<file path="src/common/frpp_pkg.sv">
// package: register map, field layout, timing and state encoding of the flash sequencer
package frpp_pkg;

  ////////////////////////////////////////////////////////////////////////////////
  // widths
  localparam int AXI_ADDR_W = 8;
  localparam int FL_ADDR_W = 16;
  localparam int FL_DATA_W = 8;
  localparam int TMR_W = 11;

  ////////////////////////////////////////////////////////////////////////////////
  // register offsets and word alignment
  localparam logic [AXI_ADDR_W-1:0] OFF_CTRL = 8'h00;
  localparam logic [AXI_ADDR_W-1:0] OFF_STATUS = 8'h04;
  localparam logic [AXI_ADDR_W-1:0] OFF_PROTECT = 8'h08;
  localparam logic [AXI_ADDR_W-1:0] OFF_FLASH_WR = 8'h0C;
  localparam logic [AXI_ADDR_W-1:0] WORD_MASK = 8'hFC;

  // flash_control_reg bits
  localparam int CTRL_PGM_BIT = 0;
  localparam int CTRL_ERASE_BIT = 1;
  localparam int CTRL_MASS_BIT = 2;
  localparam int CTRL_HV_BIT = 3;

  // status bits
  localparam int ST_STATE_LSB = 0;
  localparam int ST_BUSY_BIT = 3;
  localparam int ST_REFUSED_BIT = 4;
  localparam int ST_READY_BIT = 5;
  localparam int ST_TESTV_BIT = 6;

  // flash write word layout
  localparam int FW_ADDR_LSB = 0;
  localparam int FW_DATA_LSB = 16;
  localparam logic [3:0] FW_STRB_NEED = 4'h7;

  ////////////////////////////////////////////////////////////////////////////////
  // array geometry and protection
  localparam int ROW_LSB = 5;
  localparam logic [1:0] PROT_TOP_BITS = 2'h3;
  localparam logic [5:0] PROT_LOW_ZERO = 6'h00;
  localparam logic [7:0] PROT_ALL_OPEN = 8'hFF;
  localparam logic [7:0] PROT_ALL_LOCK = 8'h00;
  localparam logic [15:0] LOW_BLOCK_LO = 16'hBC00;
  localparam logic [15:0] LOW_BLOCK_HI = 16'hBFFF;
  localparam logic [15:0] PROTECT_BYTE_ADDR = 16'hFFBE;
  localparam logic [7:0] ERASED_BYTE = 8'hFF;

  ////////////////////////////////////////////////////////////////////////////////
  // timing: figures in microseconds, counts derived from the bus clock
  localparam int CLK_PERIOD_NS = 25;
  localparam int NS_PER_US = 1000;
  localparam int SETUP_DELAY_US = 10;
  localparam int PROGRAM_SETUP_DELAY_US = 5;
  localparam int BYTE_PROGRAM_TIME_US = 30;
  localparam int HOLD_DELAY_US = 5;
  localparam int READ_RECOVERY_DELAY_US = 1;

  // least time rounded up to whole cycles, never below one
  function automatic logic [TMR_W-1:0] us_to_cycles_min(input int us);
    int c;
    c = (us * NS_PER_US + CLK_PERIOD_NS - 1) / CLK_PERIOD_NS;
    if (c < 1) begin
      c = 1;
    end
    return c[TMR_W-1:0];
  endfunction : us_to_cycles_min

  localparam logic [TMR_W-1:0] SETUP_CYC = us_to_cycles_min(SETUP_DELAY_US);
  localparam logic [TMR_W-1:0] PGS_CYC = us_to_cycles_min(PROGRAM_SETUP_DELAY_US);
  localparam logic [TMR_W-1:0] PROG_CYC = us_to_cycles_min(BYTE_PROGRAM_TIME_US);
  localparam logic [TMR_W-1:0] HOLD_CYC = us_to_cycles_min(HOLD_DELAY_US);
  localparam logic [TMR_W-1:0] RCV_CYC = us_to_cycles_min(READ_RECOVERY_DELAY_US);

  ////////////////////////////////////////////////////////////////////////////////
  // bus responses and sequencer states (gray from idle through recovery, two bits change from recovery back to idle)
  localparam logic [1:0] RESP_OKAY = 2'h0;
  localparam logic [1:0] RESP_SLVERR = 2'h2;

  typedef enum logic [2:0] {
    S_IDLE = 3'h0,
    S_SEL = 3'h1,
    S_PREAD = 3'h3,
    S_ROW = 3'h2,
    S_HV = 3'h6,
    S_HOLD = 3'h7,
    S_RCV = 3'h5
  } frpp_state_t;

endpackage : frpp_pkg

</file>
<file path="src/common/frpp_tmr_if.sv">
// interface: start, load value and busy between sequencer and interval timer
interface frpp_tmr_if;
  import frpp_pkg::*;
  logic start;
  logic [TMR_W-1:0] load;
  logic busy;
  modport ctl (output start, output load, input busy);
  modport tmr (input start, input load, output busy);
endinterface : frpp_tmr_if

</file>
<file path="src/design/frpp_top.sv">
// module: flash row program sequencer with block protection, AXI4-Lite registers
//
// Summary of operation
// program one aligned 32-byte row at a time
// program select enables address/data capture
// software reads protect byte before high voltage
// software writes once inside row to select
// software waits setup delay before high voltage
// software waits, writes bytes, waits per byte
// software repeats byte writes for whole row
// software keeps intervals below maximum program time
// finish: clear select, hold, clear high voltage
// software runs from RAM, keeps step order
// refuse high voltage for protected addresses
// protect start is 11, field, six zeros
// all zeros locks all, ones opens all
// BC00 to BFFF locked unless field all ones
// protected range changes only with test voltage; the code leaves the protect byte programmable while the field is all ones
// protect byte not writable by bus write
// high voltage only after select and steps
// program and erase select never both set
// erased bit reads one, programmed reads zero
// ignore high voltage without read and row write
module frpp_top (
  input wire logic REF_CLK_IN,
  input wire logic SYS_RST_IN,
  input wire logic AXI_AWVALID_IN,
  output logic AXI_AWREADY_OUT,
  input wire logic [frpp_pkg::AXI_ADDR_W-1:0] AXI_AWADDR_IN,
  input wire logic AXI_WVALID_IN,
  output logic AXI_WREADY_OUT,
  input wire logic [31:0] AXI_WDATA_IN,
  input wire logic [3:0] AXI_WSTRB_IN,
  output logic AXI_BVALID_OUT,
  input wire logic AXI_BREADY_IN,
  output logic [1:0] AXI_BRESP_OUT,
  input wire logic AXI_ARVALID_IN,
  output logic AXI_ARREADY_OUT,
  input wire logic [frpp_pkg::AXI_ADDR_W-1:0] AXI_ARADDR_IN,
  output logic AXI_RVALID_OUT,
  input wire logic AXI_RREADY_IN,
  output logic [31:0] AXI_RDATA_OUT,
  output logic [1:0] AXI_RRESP_OUT,
  input wire logic [frpp_pkg::FL_DATA_W-1:0] PROTECT_START_BYTE_IN,
  input wire logic TEST_HIGH_VOLTAGE_IN,
  output logic [frpp_pkg::FL_ADDR_W-1:0] ARRAY_ADDR_OUT,
  output logic [frpp_pkg::FL_DATA_W-1:0] ARRAY_DATA_OUT,
  output logic ARRAY_WRITE_STB_OUT,
  output logic PROGRAM_SELECT_OUT,
  output logic ERASE_SELECT_OUT,
  output logic MASS_SELECT_OUT,
  output logic HIGH_VOLTAGE_ENABLE_OUT,
  output logic ARRAY_READABLE_OUT
);
  import frpp_pkg::*;

  frpp_tmr_if tif ();

  frpp_timer u_timer (
    .clk_in(REF_CLK_IN),
    .rst_in(SYS_RST_IN),
    .tif(tif)
  );

  ////////////////////////////////////////////////////////////////////////////////
  // protection decode: start address from field, low block, protect byte itself
  function automatic logic addr_locked(input logic [15:0] a, input logic [7:0] pb);
    logic [15:0] start;
    start = {PROT_TOP_BITS, pb, PROT_LOW_ZERO};
    if (pb == PROT_ALL_OPEN) begin
      return 1'b0;
    end
    if (pb == PROT_ALL_LOCK) begin
      return 1'b1;
    end
    return (a >= start) || ((a >= LOW_BLOCK_LO) && (a <= LOW_BLOCK_HI))
      || (a == PROTECT_BYTE_ADDR);
  endfunction : addr_locked

  ////////////////////////////////////////////////////////////////////////////////
  // test voltage pin: three flops, change taken when second and third agree
  logic [2:0] tv_sync_reg;
  logic tv_reg;
  logic tv_next;

  always_comb begin
    tv_next = tv_reg;
    if (tv_sync_reg[1] == tv_sync_reg[2]) begin
      tv_next = tv_sync_reg[2];
    end
  end

  always_ff @(posedge REF_CLK_IN or posedge SYS_RST_IN) begin
    if (SYS_RST_IN) begin
      tv_sync_reg <= 3'h0;
      tv_reg <= 1'b0;
    end else begin
      tv_sync_reg <= {tv_sync_reg[1:0], TEST_HIGH_VOLTAGE_IN};
      tv_reg <= tv_next;
    end
  end

  ////////////////////////////////////////////////////////////////////////////////
  // AXI4-Lite slave: one write and one read at a time
  logic aw_full_reg, aw_full_next, w_full_reg, w_full_next;
  logic [AXI_ADDR_W-1:0] aw_addr_reg, aw_addr_next;
  logic [31:0] w_data_reg, w_data_next, rdata_reg, rdata_next;
  logic [3:0] w_strb_reg, w_strb_next;
  logic bvalid_reg, bvalid_next, rvalid_reg, rvalid_next;
  logic [1:0] bresp_reg, bresp_next, rresp_reg, rresp_next;
  logic do_wr, ctrl_wr, status_wr, flash_wr, prot_rd;
  logic [AXI_ADDR_W-1:0] wa, ra;
  logic [31:0] status_word;

  frpp_state_t state_reg, state_next;
  logic pgm_reg, pgm_next, erase_reg, erase_next, mass_reg, mass_next;
  logic hv_reg, hv_next, refused_reg, refused_next, stb_reg, stb_next;
  logic [FL_ADDR_W-1:0] row_reg, row_next, arr_addr_reg, arr_addr_next;
  logic [FL_DATA_W-1:0] arr_data_reg, arr_data_next;

  assign AXI_AWREADY_OUT = !aw_full_reg;
  assign AXI_WREADY_OUT = !w_full_reg;
  assign AXI_ARREADY_OUT = !rvalid_reg;
  assign AXI_BVALID_OUT = bvalid_reg;
  assign AXI_BRESP_OUT = bresp_reg;
  assign AXI_RVALID_OUT = rvalid_reg;
  assign AXI_RDATA_OUT = rdata_reg;
  assign AXI_RRESP_OUT = rresp_reg;

  // decoded register events
  assign wa = aw_addr_reg & WORD_MASK;
  assign ra = AXI_ARADDR_IN & WORD_MASK;
  assign do_wr = aw_full_reg && w_full_reg && !bvalid_reg;
  assign ctrl_wr = do_wr && (wa == OFF_CTRL) && w_strb_reg[0];
  assign status_wr = do_wr && (wa == OFF_STATUS) && w_strb_reg[0];
  assign flash_wr = do_wr && (wa == OFF_FLASH_WR) && ((w_strb_reg & FW_STRB_NEED) == FW_STRB_NEED);
  assign prot_rd = AXI_ARVALID_IN && !rvalid_reg && (ra == OFF_PROTECT);

  always_comb begin
    status_word = '0;
    status_word[ST_STATE_LSB +: 3] = state_reg;
    status_word[ST_BUSY_BIT] = tif.busy;
    status_word[ST_REFUSED_BIT] = refused_reg;
    status_word[ST_READY_BIT] = ARRAY_READABLE_OUT;
    status_word[ST_TESTV_BIT] = tv_reg;
  end

  // channel handshakes, write response and read mux
  always_comb begin
    aw_full_next = aw_full_reg;
    aw_addr_next = aw_addr_reg;
    w_full_next = w_full_reg;
    w_data_next = w_data_reg;
    w_strb_next = w_strb_reg;
    bvalid_next = bvalid_reg;
    bresp_next = bresp_reg;
    rvalid_next = rvalid_reg;
    rdata_next = rdata_reg;
    rresp_next = rresp_reg;
    if (AXI_AWVALID_IN && !aw_full_reg) begin
      aw_full_next = 1'b1;
      aw_addr_next = AXI_AWADDR_IN;
    end
    if (AXI_WVALID_IN && !w_full_reg) begin
      w_full_next = 1'b1;
      w_data_next = AXI_WDATA_IN;
      w_strb_next = AXI_WSTRB_IN;
    end
    if (bvalid_reg && AXI_BREADY_IN) begin
      bvalid_next = 1'b0;
    end
    if (do_wr) begin
      aw_full_next = 1'b0;
      w_full_next = 1'b0;
      bvalid_next = 1'b1;
      // protect byte lives in the array: a bus write is refused
      bresp_next = (wa == OFF_CTRL || wa == OFF_STATUS || wa == OFF_FLASH_WR) ?
        RESP_OKAY : RESP_SLVERR;
    end
    if (rvalid_reg && AXI_RREADY_IN) begin
      rvalid_next = 1'b0;
    end
    if (AXI_ARVALID_IN && !rvalid_reg) begin
      rvalid_next = 1'b1;
      rresp_next = RESP_OKAY;
      rdata_next = '0;
      case (ra)
        OFF_CTRL: begin
          rdata_next[CTRL_PGM_BIT] = pgm_reg;
          rdata_next[CTRL_ERASE_BIT] = erase_reg;
          rdata_next[CTRL_MASS_BIT] = mass_reg;
          rdata_next[CTRL_HV_BIT] = hv_reg;
        end
        OFF_STATUS: rdata_next = status_word;
        OFF_PROTECT: rdata_next[FL_DATA_W-1:0] = PROTECT_START_BYTE_IN;
        OFF_FLASH_WR: rdata_next = '0;
        default: rresp_next = RESP_SLVERR;
      endcase
    end
  end

  always_ff @(posedge REF_CLK_IN or posedge SYS_RST_IN) begin
    if (SYS_RST_IN) begin
      aw_full_reg <= 1'b0;
      aw_addr_reg <= '0;
      w_full_reg <= 1'b0;
      w_data_reg <= '0;
      w_strb_reg <= '0;
      bvalid_reg <= 1'b0;
      bresp_reg <= RESP_OKAY;
      rvalid_reg <= 1'b0;
      rdata_reg <= '0;
      rresp_reg <= RESP_OKAY;
    end else begin
      aw_full_reg <= aw_full_next;
      aw_addr_reg <= aw_addr_next;
      w_full_reg <= w_full_next;
      w_data_reg <= w_data_next;
      w_strb_reg <= w_strb_next;
      bvalid_reg <= bvalid_next;
      bresp_reg <= bresp_next;
      rvalid_reg <= rvalid_next;
      rdata_reg <= rdata_next;
      rresp_reg <= rresp_next;
    end
  end

  ////////////////////////////////////////////////////////////////////////////////
  // sequencer: select, protect read, row select, high voltage, hold, recovery
  logic w_pgm, w_erase, w_hv, locked;
  logic [FL_ADDR_W-1:0] fw_addr;
  logic [FL_DATA_W-1:0] fw_data;

  assign w_pgm = w_data_reg[CTRL_PGM_BIT];
  assign w_erase = w_data_reg[CTRL_ERASE_BIT];
  assign w_hv = w_data_reg[CTRL_HV_BIT];
  assign fw_addr = w_data_reg[FW_ADDR_LSB +: FL_ADDR_W];
  assign fw_data = w_data_reg[FW_DATA_LSB +: FL_DATA_W];
  // mass erase touches everything, so any lock refuses it; test voltage overrides
  assign locked = !tv_reg && (mass_reg ? (PROTECT_START_BYTE_IN != PROT_ALL_OPEN)
    : addr_locked(row_reg, PROTECT_START_BYTE_IN));

  always_comb begin
    state_next = state_reg;
    pgm_next = pgm_reg;
    erase_next = erase_reg;
    mass_next = mass_reg;
    hv_next = hv_reg;
    row_next = row_reg;
    arr_addr_next = arr_addr_reg;
    arr_data_next = arr_data_reg;
    refused_next = refused_reg;
    stb_next = 1'b0;
    tif.start = 1'b0;
    tif.load = RCV_CYC;
    if (status_wr && w_data_reg[ST_REFUSED_BIT]) begin
      refused_next = 1'b0; // write one to clear, a new refusal below wins
    end
    if (prot_rd && state_reg == S_SEL) begin
      state_next = S_PREAD;
    end
    if (flash_wr) begin
      if (state_reg == S_PREAD) begin
        row_next = fw_addr;
        arr_addr_next = fw_addr;
        arr_data_next = erase_reg ? ERASED_BYTE : fw_data;
        state_next = S_ROW;
        tif.start = 1'b1;
        tif.load = SETUP_CYC;
      end else if (state_reg == S_HV && pgm_reg) begin
        if (fw_addr[FL_ADDR_W-1:ROW_LSB] == row_reg[FL_ADDR_W-1:ROW_LSB]) begin
          arr_addr_next = fw_addr;
          arr_data_next = fw_data;
          stb_next = 1'b1;
          tif.start = 1'b1;
          tif.load = PROG_CYC;
        end else begin
          refused_next = 1'b1;
        end
      end
    end
    if (ctrl_wr) begin
      if (!(w_pgm && w_erase)) begin
        pgm_next = w_pgm && !erase_reg;
        erase_next = w_erase && !pgm_reg;
      end
      if (!hv_reg) begin
        mass_next = w_data_reg[CTRL_MASS_BIT];
      end
      if (state_reg == S_IDLE && (pgm_next || erase_next)) begin
        state_next = S_SEL;
      end else if (!pgm_next && !erase_next && (pgm_reg || erase_reg)) begin
        if (state_reg == S_HV) begin
          state_next = S_HOLD;
          tif.start = 1'b1;
          tif.load = HOLD_CYC;
        end else if (state_reg != S_HOLD && state_reg != S_RCV) begin
          state_next = S_IDLE;
        end
      end
      if (w_hv && !hv_reg) begin
        if (state_reg == S_ROW && (pgm_reg || erase_reg) && !locked) begin
          hv_next = 1'b1;
          state_next = S_HV;
          tif.start = 1'b1;
          tif.load = PGS_CYC;
        end else begin
          refused_next = 1'b1;
        end
      end else if (!w_hv && hv_reg) begin
        hv_next = 1'b0;
        state_next = S_RCV;
        tif.start = 1'b1;
        tif.load = RCV_CYC;
      end
    end
    if (state_reg == S_RCV && !tif.busy && !tif.start) begin
      state_next = (pgm_reg || erase_reg) ? S_SEL : S_IDLE;
    end
  end

  always_ff @(posedge REF_CLK_IN or posedge SYS_RST_IN) begin
    if (SYS_RST_IN) begin
      state_reg <= S_IDLE;
      pgm_reg <= 1'b0;
      erase_reg <= 1'b0;
      mass_reg <= 1'b0;
      hv_reg <= 1'b0;
      row_reg <= '0;
      arr_addr_reg <= '0;
      arr_data_reg <= ERASED_BYTE;
      refused_reg <= 1'b0;
      stb_reg <= 1'b0;
    end else begin
      state_reg <= state_next;
      pgm_reg <= pgm_next;
      erase_reg <= erase_next;
      mass_reg <= mass_next;
      hv_reg <= hv_next;
      row_reg <= row_next;
      arr_addr_reg <= arr_addr_next;
      arr_data_reg <= arr_data_next;
      refused_reg <= refused_next;
      stb_reg <= stb_next;
    end
  end

  // array side outputs
  assign ARRAY_ADDR_OUT = arr_addr_reg;
  assign ARRAY_DATA_OUT = arr_data_reg;
  assign ARRAY_WRITE_STB_OUT = stb_reg;
  assign PROGRAM_SELECT_OUT = pgm_reg;
  assign ERASE_SELECT_OUT = erase_reg;
  assign MASS_SELECT_OUT = mass_reg;
  assign HIGH_VOLTAGE_ENABLE_OUT = hv_reg;
  assign ARRAY_READABLE_OUT = !hv_reg && (state_reg != S_RCV);

endmodule : frpp_top

</file>
<file path="src/design/frpp_timer.sv">
// module: down-counting interval timer for the flash sequence waits
module frpp_timer (
  input wire logic clk_in,
  input wire logic rst_in,
  frpp_tmr_if.tmr tif
);
  import frpp_pkg::*;

  logic [TMR_W-1:0] count_reg;
  logic [TMR_W-1:0] count_next;

  ////////////////////////////////////////////////////////////////////////////////
  // reload on start, otherwise count down to zero
  always_comb begin
    count_next = count_reg;
    if (tif.start) begin
      count_next = tif.load;
    end else if (count_reg != '0) begin
      count_next = count_reg - TMR_W'(1);
    end
  end

  // count register
  always_ff @(posedge clk_in or posedge rst_in) begin
    if (rst_in) begin
      count_reg <= '0;
    end else begin
      count_reg <= count_next;
    end
  end

  assign tif.busy = (count_reg != '0);

endmodule : frpp_timer

</file>
<file path="config.mk">
export PLATFORM = sky130hd
export DESIGN_NAME = frpp_top
export DESIGN_NICKNAME = d
export VERILOG_FILES = /design/src/common/frpp_pkg.sv /design/src/common/frpp_tmr_if.sv /design/src/design/frpp_top.sv /design/src/design/frpp_timer.sv
export SDC_FILE = /design/constraint.sdc
export NUM_CORES = 1
export LEC_CHECK = 0
export BUFFER_PORTS_ARGS = -buffer_cell sky130_fd_sc_hd__buf_2
export CAP_MARGIN = 20
export CORE_MARGIN = 1.5
export CORE_UTILIZATION = 57
export DETAILED_ROUTE_END_ITERATION = 8
export PLACE_DENSITY = 0.85
export SLEW_MARGIN = 25
export SYNTH_ARGS = -nofsm -noshare
export SYNTH_HDL_FRONTEND = slang
export SYNTH_SLANG_ARGS = --single-unit
</file>
<file path="constraint.sdc">
create_clock -name REF_CLK_IN -period 9.15 [get_ports REF_CLK_IN]
set_input_delay 0.915 -clock REF_CLK_IN [delete_from_list [all_inputs] [get_ports REF_CLK_IN]]
set_output_delay 0.915 -clock REF_CLK_IN [all_outputs]
set_load 0.1 [all_outputs]
</file>
==> flow_metrics.py <==
metrics = {
    "critical_path": {
        "critical-path-top-delay-family": "compound AO/OA/AOI/OAI gates",
        "crit_buf_inv": 2,
        "setup.worst_path.end_class": "register",
        "slowest_stage": "a2111oi_0",
        "cp.required_ns": 9.46,
        "cp_max_fo": 9,
        "setup.worst_path.start_class": "input port",
        "max_stage_delay_ns": 0.56,
        "crit_chain": "buf_2 > inv_1 > ha_1 > a211oi_1 > o21ai_0 > a2111oi_0 > o311ai_2 > a21oi_1 > a31o_2 > mux2i_1",
        "arrival_ns": 3.43,
        "worstSetupPathType": "input port to register",
    },
    "clock_tree": {
        "cts_max_level": 3,
        "insertion_delay_ns": 0.37,
        "root_buffer": "clkbuf_8",
        "cts_setup_buffers": 0,
        "cts_buffers": 9,
        "cts_tree": "built",
        "cts_resized": 0,
        "path_clk_slew_ns": 0.10,
        "hold_buffers": 0,
        "clk_path_buf_depth": 2,
        "cts_num_sinks": 111,
    },
    "synthesis": {
        "async_flop_share_pct": 100,
        "synth_cell_types": 56,
        "synth.area.top_cells": "dfrtp_1 48%, mux2_2 10%, nand2_1 5.0%",
        "synth_top_area_share_pct": 47.8,
        "synth_edf_count": 0,
        "yosys_register_bits": 111,
        "seq_area_frac_synth_pct": 51.7,
        "synth_top_cell_by_area": "dfrtp_1",
        "synthCells": 519,
        "synth_area_mm2": 0.00539,
        "syn_area_per_cell_um2": 10.4,
        "yosys_warnings": 0,
        "yosys_most_used_dff": "dfrtp_1",
    },
    "finish": {
        "num_antenna_cells": 0,
        "largest_reg_flops": 24,
        "synthToLayoutAreaGrowth_pct": 12.4,
        "finalInstanceArea_mm2": 0.00606,
        "fin_nets": 687,
        "drive_above_1_share_pct": 30.2,
    },
    "timing": {
        "finalCritPeriodShare_pct": 34.2,
        "tns_ns": 0,
        "skew_ns": 0.00903,
        "worst_pin_slew_ns": 0.896,
        "hold_violations": 0,
        "min_period_ns": 3.13,
        "maxSlewViolCount": 0,
        "setup_viol": 0,
        "slew-limit-headroom_pct": 40.3,
        "max_freq_ghz": 0.320,
        "rsz0062_at_grt": "no",
    },
    "floorplanning": {
        "rows": 35,
        "io_pins": 139,
        "chipWidth_um": 100,
        "start_util_pct": 58.6,
        "die_h_um": 100,
        "coreArea_mm2": 0.00920,
        "design.die.area_mm2": 0.0100,
    },
    "route": {
        "first_iter_violations": 345,
        "drc": 0,
        "avgViaCountPerCell": 5.75,
        "vias": 4174,
        "firstDrtPassIters": 7,
        "postRouteAntennaNets": 0,
        "drt-wirelength-per-cell_um": 16.7,
        "routed_wl_um": 12100,
    },
    "global_routing": {
        "grt-ovfl-total": 0,
        "grt_pass1_vias": 4123,
        "grt_max_degree": 73,
        "grt_pass1_wl_um": 19800,
        "antenna_found_initial": 0,
        "grt_usage_pct": 25.2,
    },
    "min_path": {
        "hold_class": "register to register",
    },
    "power_and_ir_drop": {
        "totalPowerFinal_w": 0.00156,
        "p_leak_nw": 2.99,
        "vdd_drop_max_v": 0.000343,
        "power.density_mw_per_mm2": 257,
    },
    "placement": {
        "place_area_mm2": 0.00587,
        "place_congestion": 0.814,
        "numPortBuffers": 99,
        "hpwl_um": 8860,
    },
    "run_status": {
        "outcome": "completed",
    },
    "run": {
        "maxCapViolCount": 0,
    },
}
-- worst register-to-register path, stage by stage, from the launching register on --
cell	delay [ns]
dfrtp_1	0.39
nor4_1	0.45
nand2_1	0.27
nor3_4	0.69
a21o_1	0.21
buf_4	0.38
nand2b_1	0.16
a31o_2	0.24
mux2i_1	0.20
-- cell usage in the layout (no fill, tap or decap), types with 3 or more instances in the layout --
cell | Yosys | layout
conb_1 | 1 | 26
and3_1 | 3 | 3
o221ai_1 | 3 | 3
dfstp_2 | 8 | 8
or4_1 | 5 | 5
buf_2 | 5 | 99
nand3_1 | 7 | 7
a21o_1 | 3 | 3
a31oi_1 | 3 | 3
nor3_1 | 5 | 5
ha_1 | 9 | 9
nand4_1 | 6 | 6
clkbuf_8 | 0 | 10
o21a_1 | 3 | 3
or3_1 | 4 | 4
clkinvlp_4 | 0 | 3
nor2_1 | 44 | 44
mux2_2 | 50 | 50
xnor2_1 | 16 | 16
inv_1 | 24 | 23
mux2i_1 | 5 | 5
a211oi_1 | 3 | 3
a21oi_1 | 20 | 20
nor2b_1 | 7 | 6
o21ai_0 | 17 | 17
dfrtp_1 | 103 | 103
buf_4 | 26 | 3
nor4_1 | 8 | 7
o31ai_1 | 7 | 7
nand2b_1 | 5 | 5
nand2_1 | 72 | 72
-- stage by stage --
| stage | setup slack [ns] | hold slack (ns) | std cells | utilization [%] |
|---|---|---|---|---|
| floorplan | 5.32 | 0.331 | 544 | - |
| global placement | 5.87 | 0.339 | 710 | 63.8 |
| detailed placement | 5.72 | 0.342 | 710 | 63.8 |
| CTS | 6.10 | 0.367 | 726 | 65.8 |
| global route | 5.90 | 0.375 | 726 | 65.9 |
| finish | 6.02 | 0.360 | 726 | 65.9 |
-- layer usage --
layer,vias to the layer above,share of wire (%),global-route usage [%]
li1,1914,-,-
met1,2054,42,33.7
met2,182,49,40.6
met3,24,6.7,4.74
met4,0,1.9,10.9
met5,-,0,0
-- cells in the mapped netlist, types with 3 or more instances --
| cell | count |
|---|---|
| dfrtp_1 | 103 |
| nand2_1 | 72 |
| mux2_2 | 50 |
| nor2_1 | 44 |
| buf_4 | 26 |
| inv_1 | 24 |
| a21oi_1 | 20 |
| o21ai_0 | 17 |
| clkbuf_1 | 16 |
| xnor2_1 | 16 |
| ha_1 | 9 |
| dfstp_2 | 8 |
| nor4_1 | 8 |
| nand3_1 | 7 |
| nor2b_1 | 7 |
| o31ai_1 | 7 |
| nand4_1 | 6 |
| buf_2 | 5 |
| mux2i_1 | 5 |
| nand2b_1 | 5 |
| nor3_1 | 5 |
| or4_1 | 5 |
| or3_1 | 4 |
| a211oi_1 | 3 |
| a21o_1 | 3 |
| a31oi_1 | 3 |
| and3_1 | 3 |
| o21a_1 | 3 |
| o221ai_1 | 3 |
-- path summary, 6_finish.rpt --
| check | cells past startpoint | slack [ns] | from | endpoint |
|---|---|---|---|---|
| setup reg to reg | 8 | 6.11 | aw_addr_reg[4] | u_timer.count_reg[7] |
| hold reg to reg | 0 | 0.36 | tv_sync_reg[0] | tv_sync_reg[1] |
| max in group asynchronous | 3 | 7.31 | SYS_RST_IN | w_data_reg[21] |
| hold / removal | 0 | 0.36 | tv_sync_reg[0] | tv_sync_reg[1] |
| min in group asynchronous | 2 | 0.55 | SYS_RST_IN | ARRAY_ADDR_OUT[8] |
| setup / recovery | 10 | 6.02 | PROTECT_START_BYTE_IN[3] | u_timer.count_reg[7] |
-- logic make-up (layout without fill, tap and decap cells) --
| family | Yosys count | count (layout) | synth area share (%) |
|---|---|---|---|
| other | 1 | 26 | 0.0696 |
| xor gates and xnor gates | 18 | 18 | 2.93 |
| AOI/OAI and AO/OA | 76 | 76 | 9.31 |
| muxes | 55 | 55 | 11.4 |
| buffers and inverters | 71 | 142 | 6.87 |
| DFF | 111 | 111 | 51.7 |
| and+or+nand+nor | 177 | 177 | 15.4 |
| adders and majority gates | 10 | 10 | 2.28 |
-- final cells by class --
class,count,area [um^2]
clock buffers,10,138
clock inverters,6,45.0
fillers,723,3140
inverters,24,92.6
multi-input cells,362,2340
flip-flops and latches,111,2790
well taps,111,139
repair buffers,102,518
-- where the power goes --
group	switching (W)	leakage, nW	internal (W)
combinational	0.000349	1.54	0.000192
clock	0.000168	0.0849	0.000107
sequential	0.000136	1.37	0.000607
Note: power is estimated with default switching activity, not from simulation.
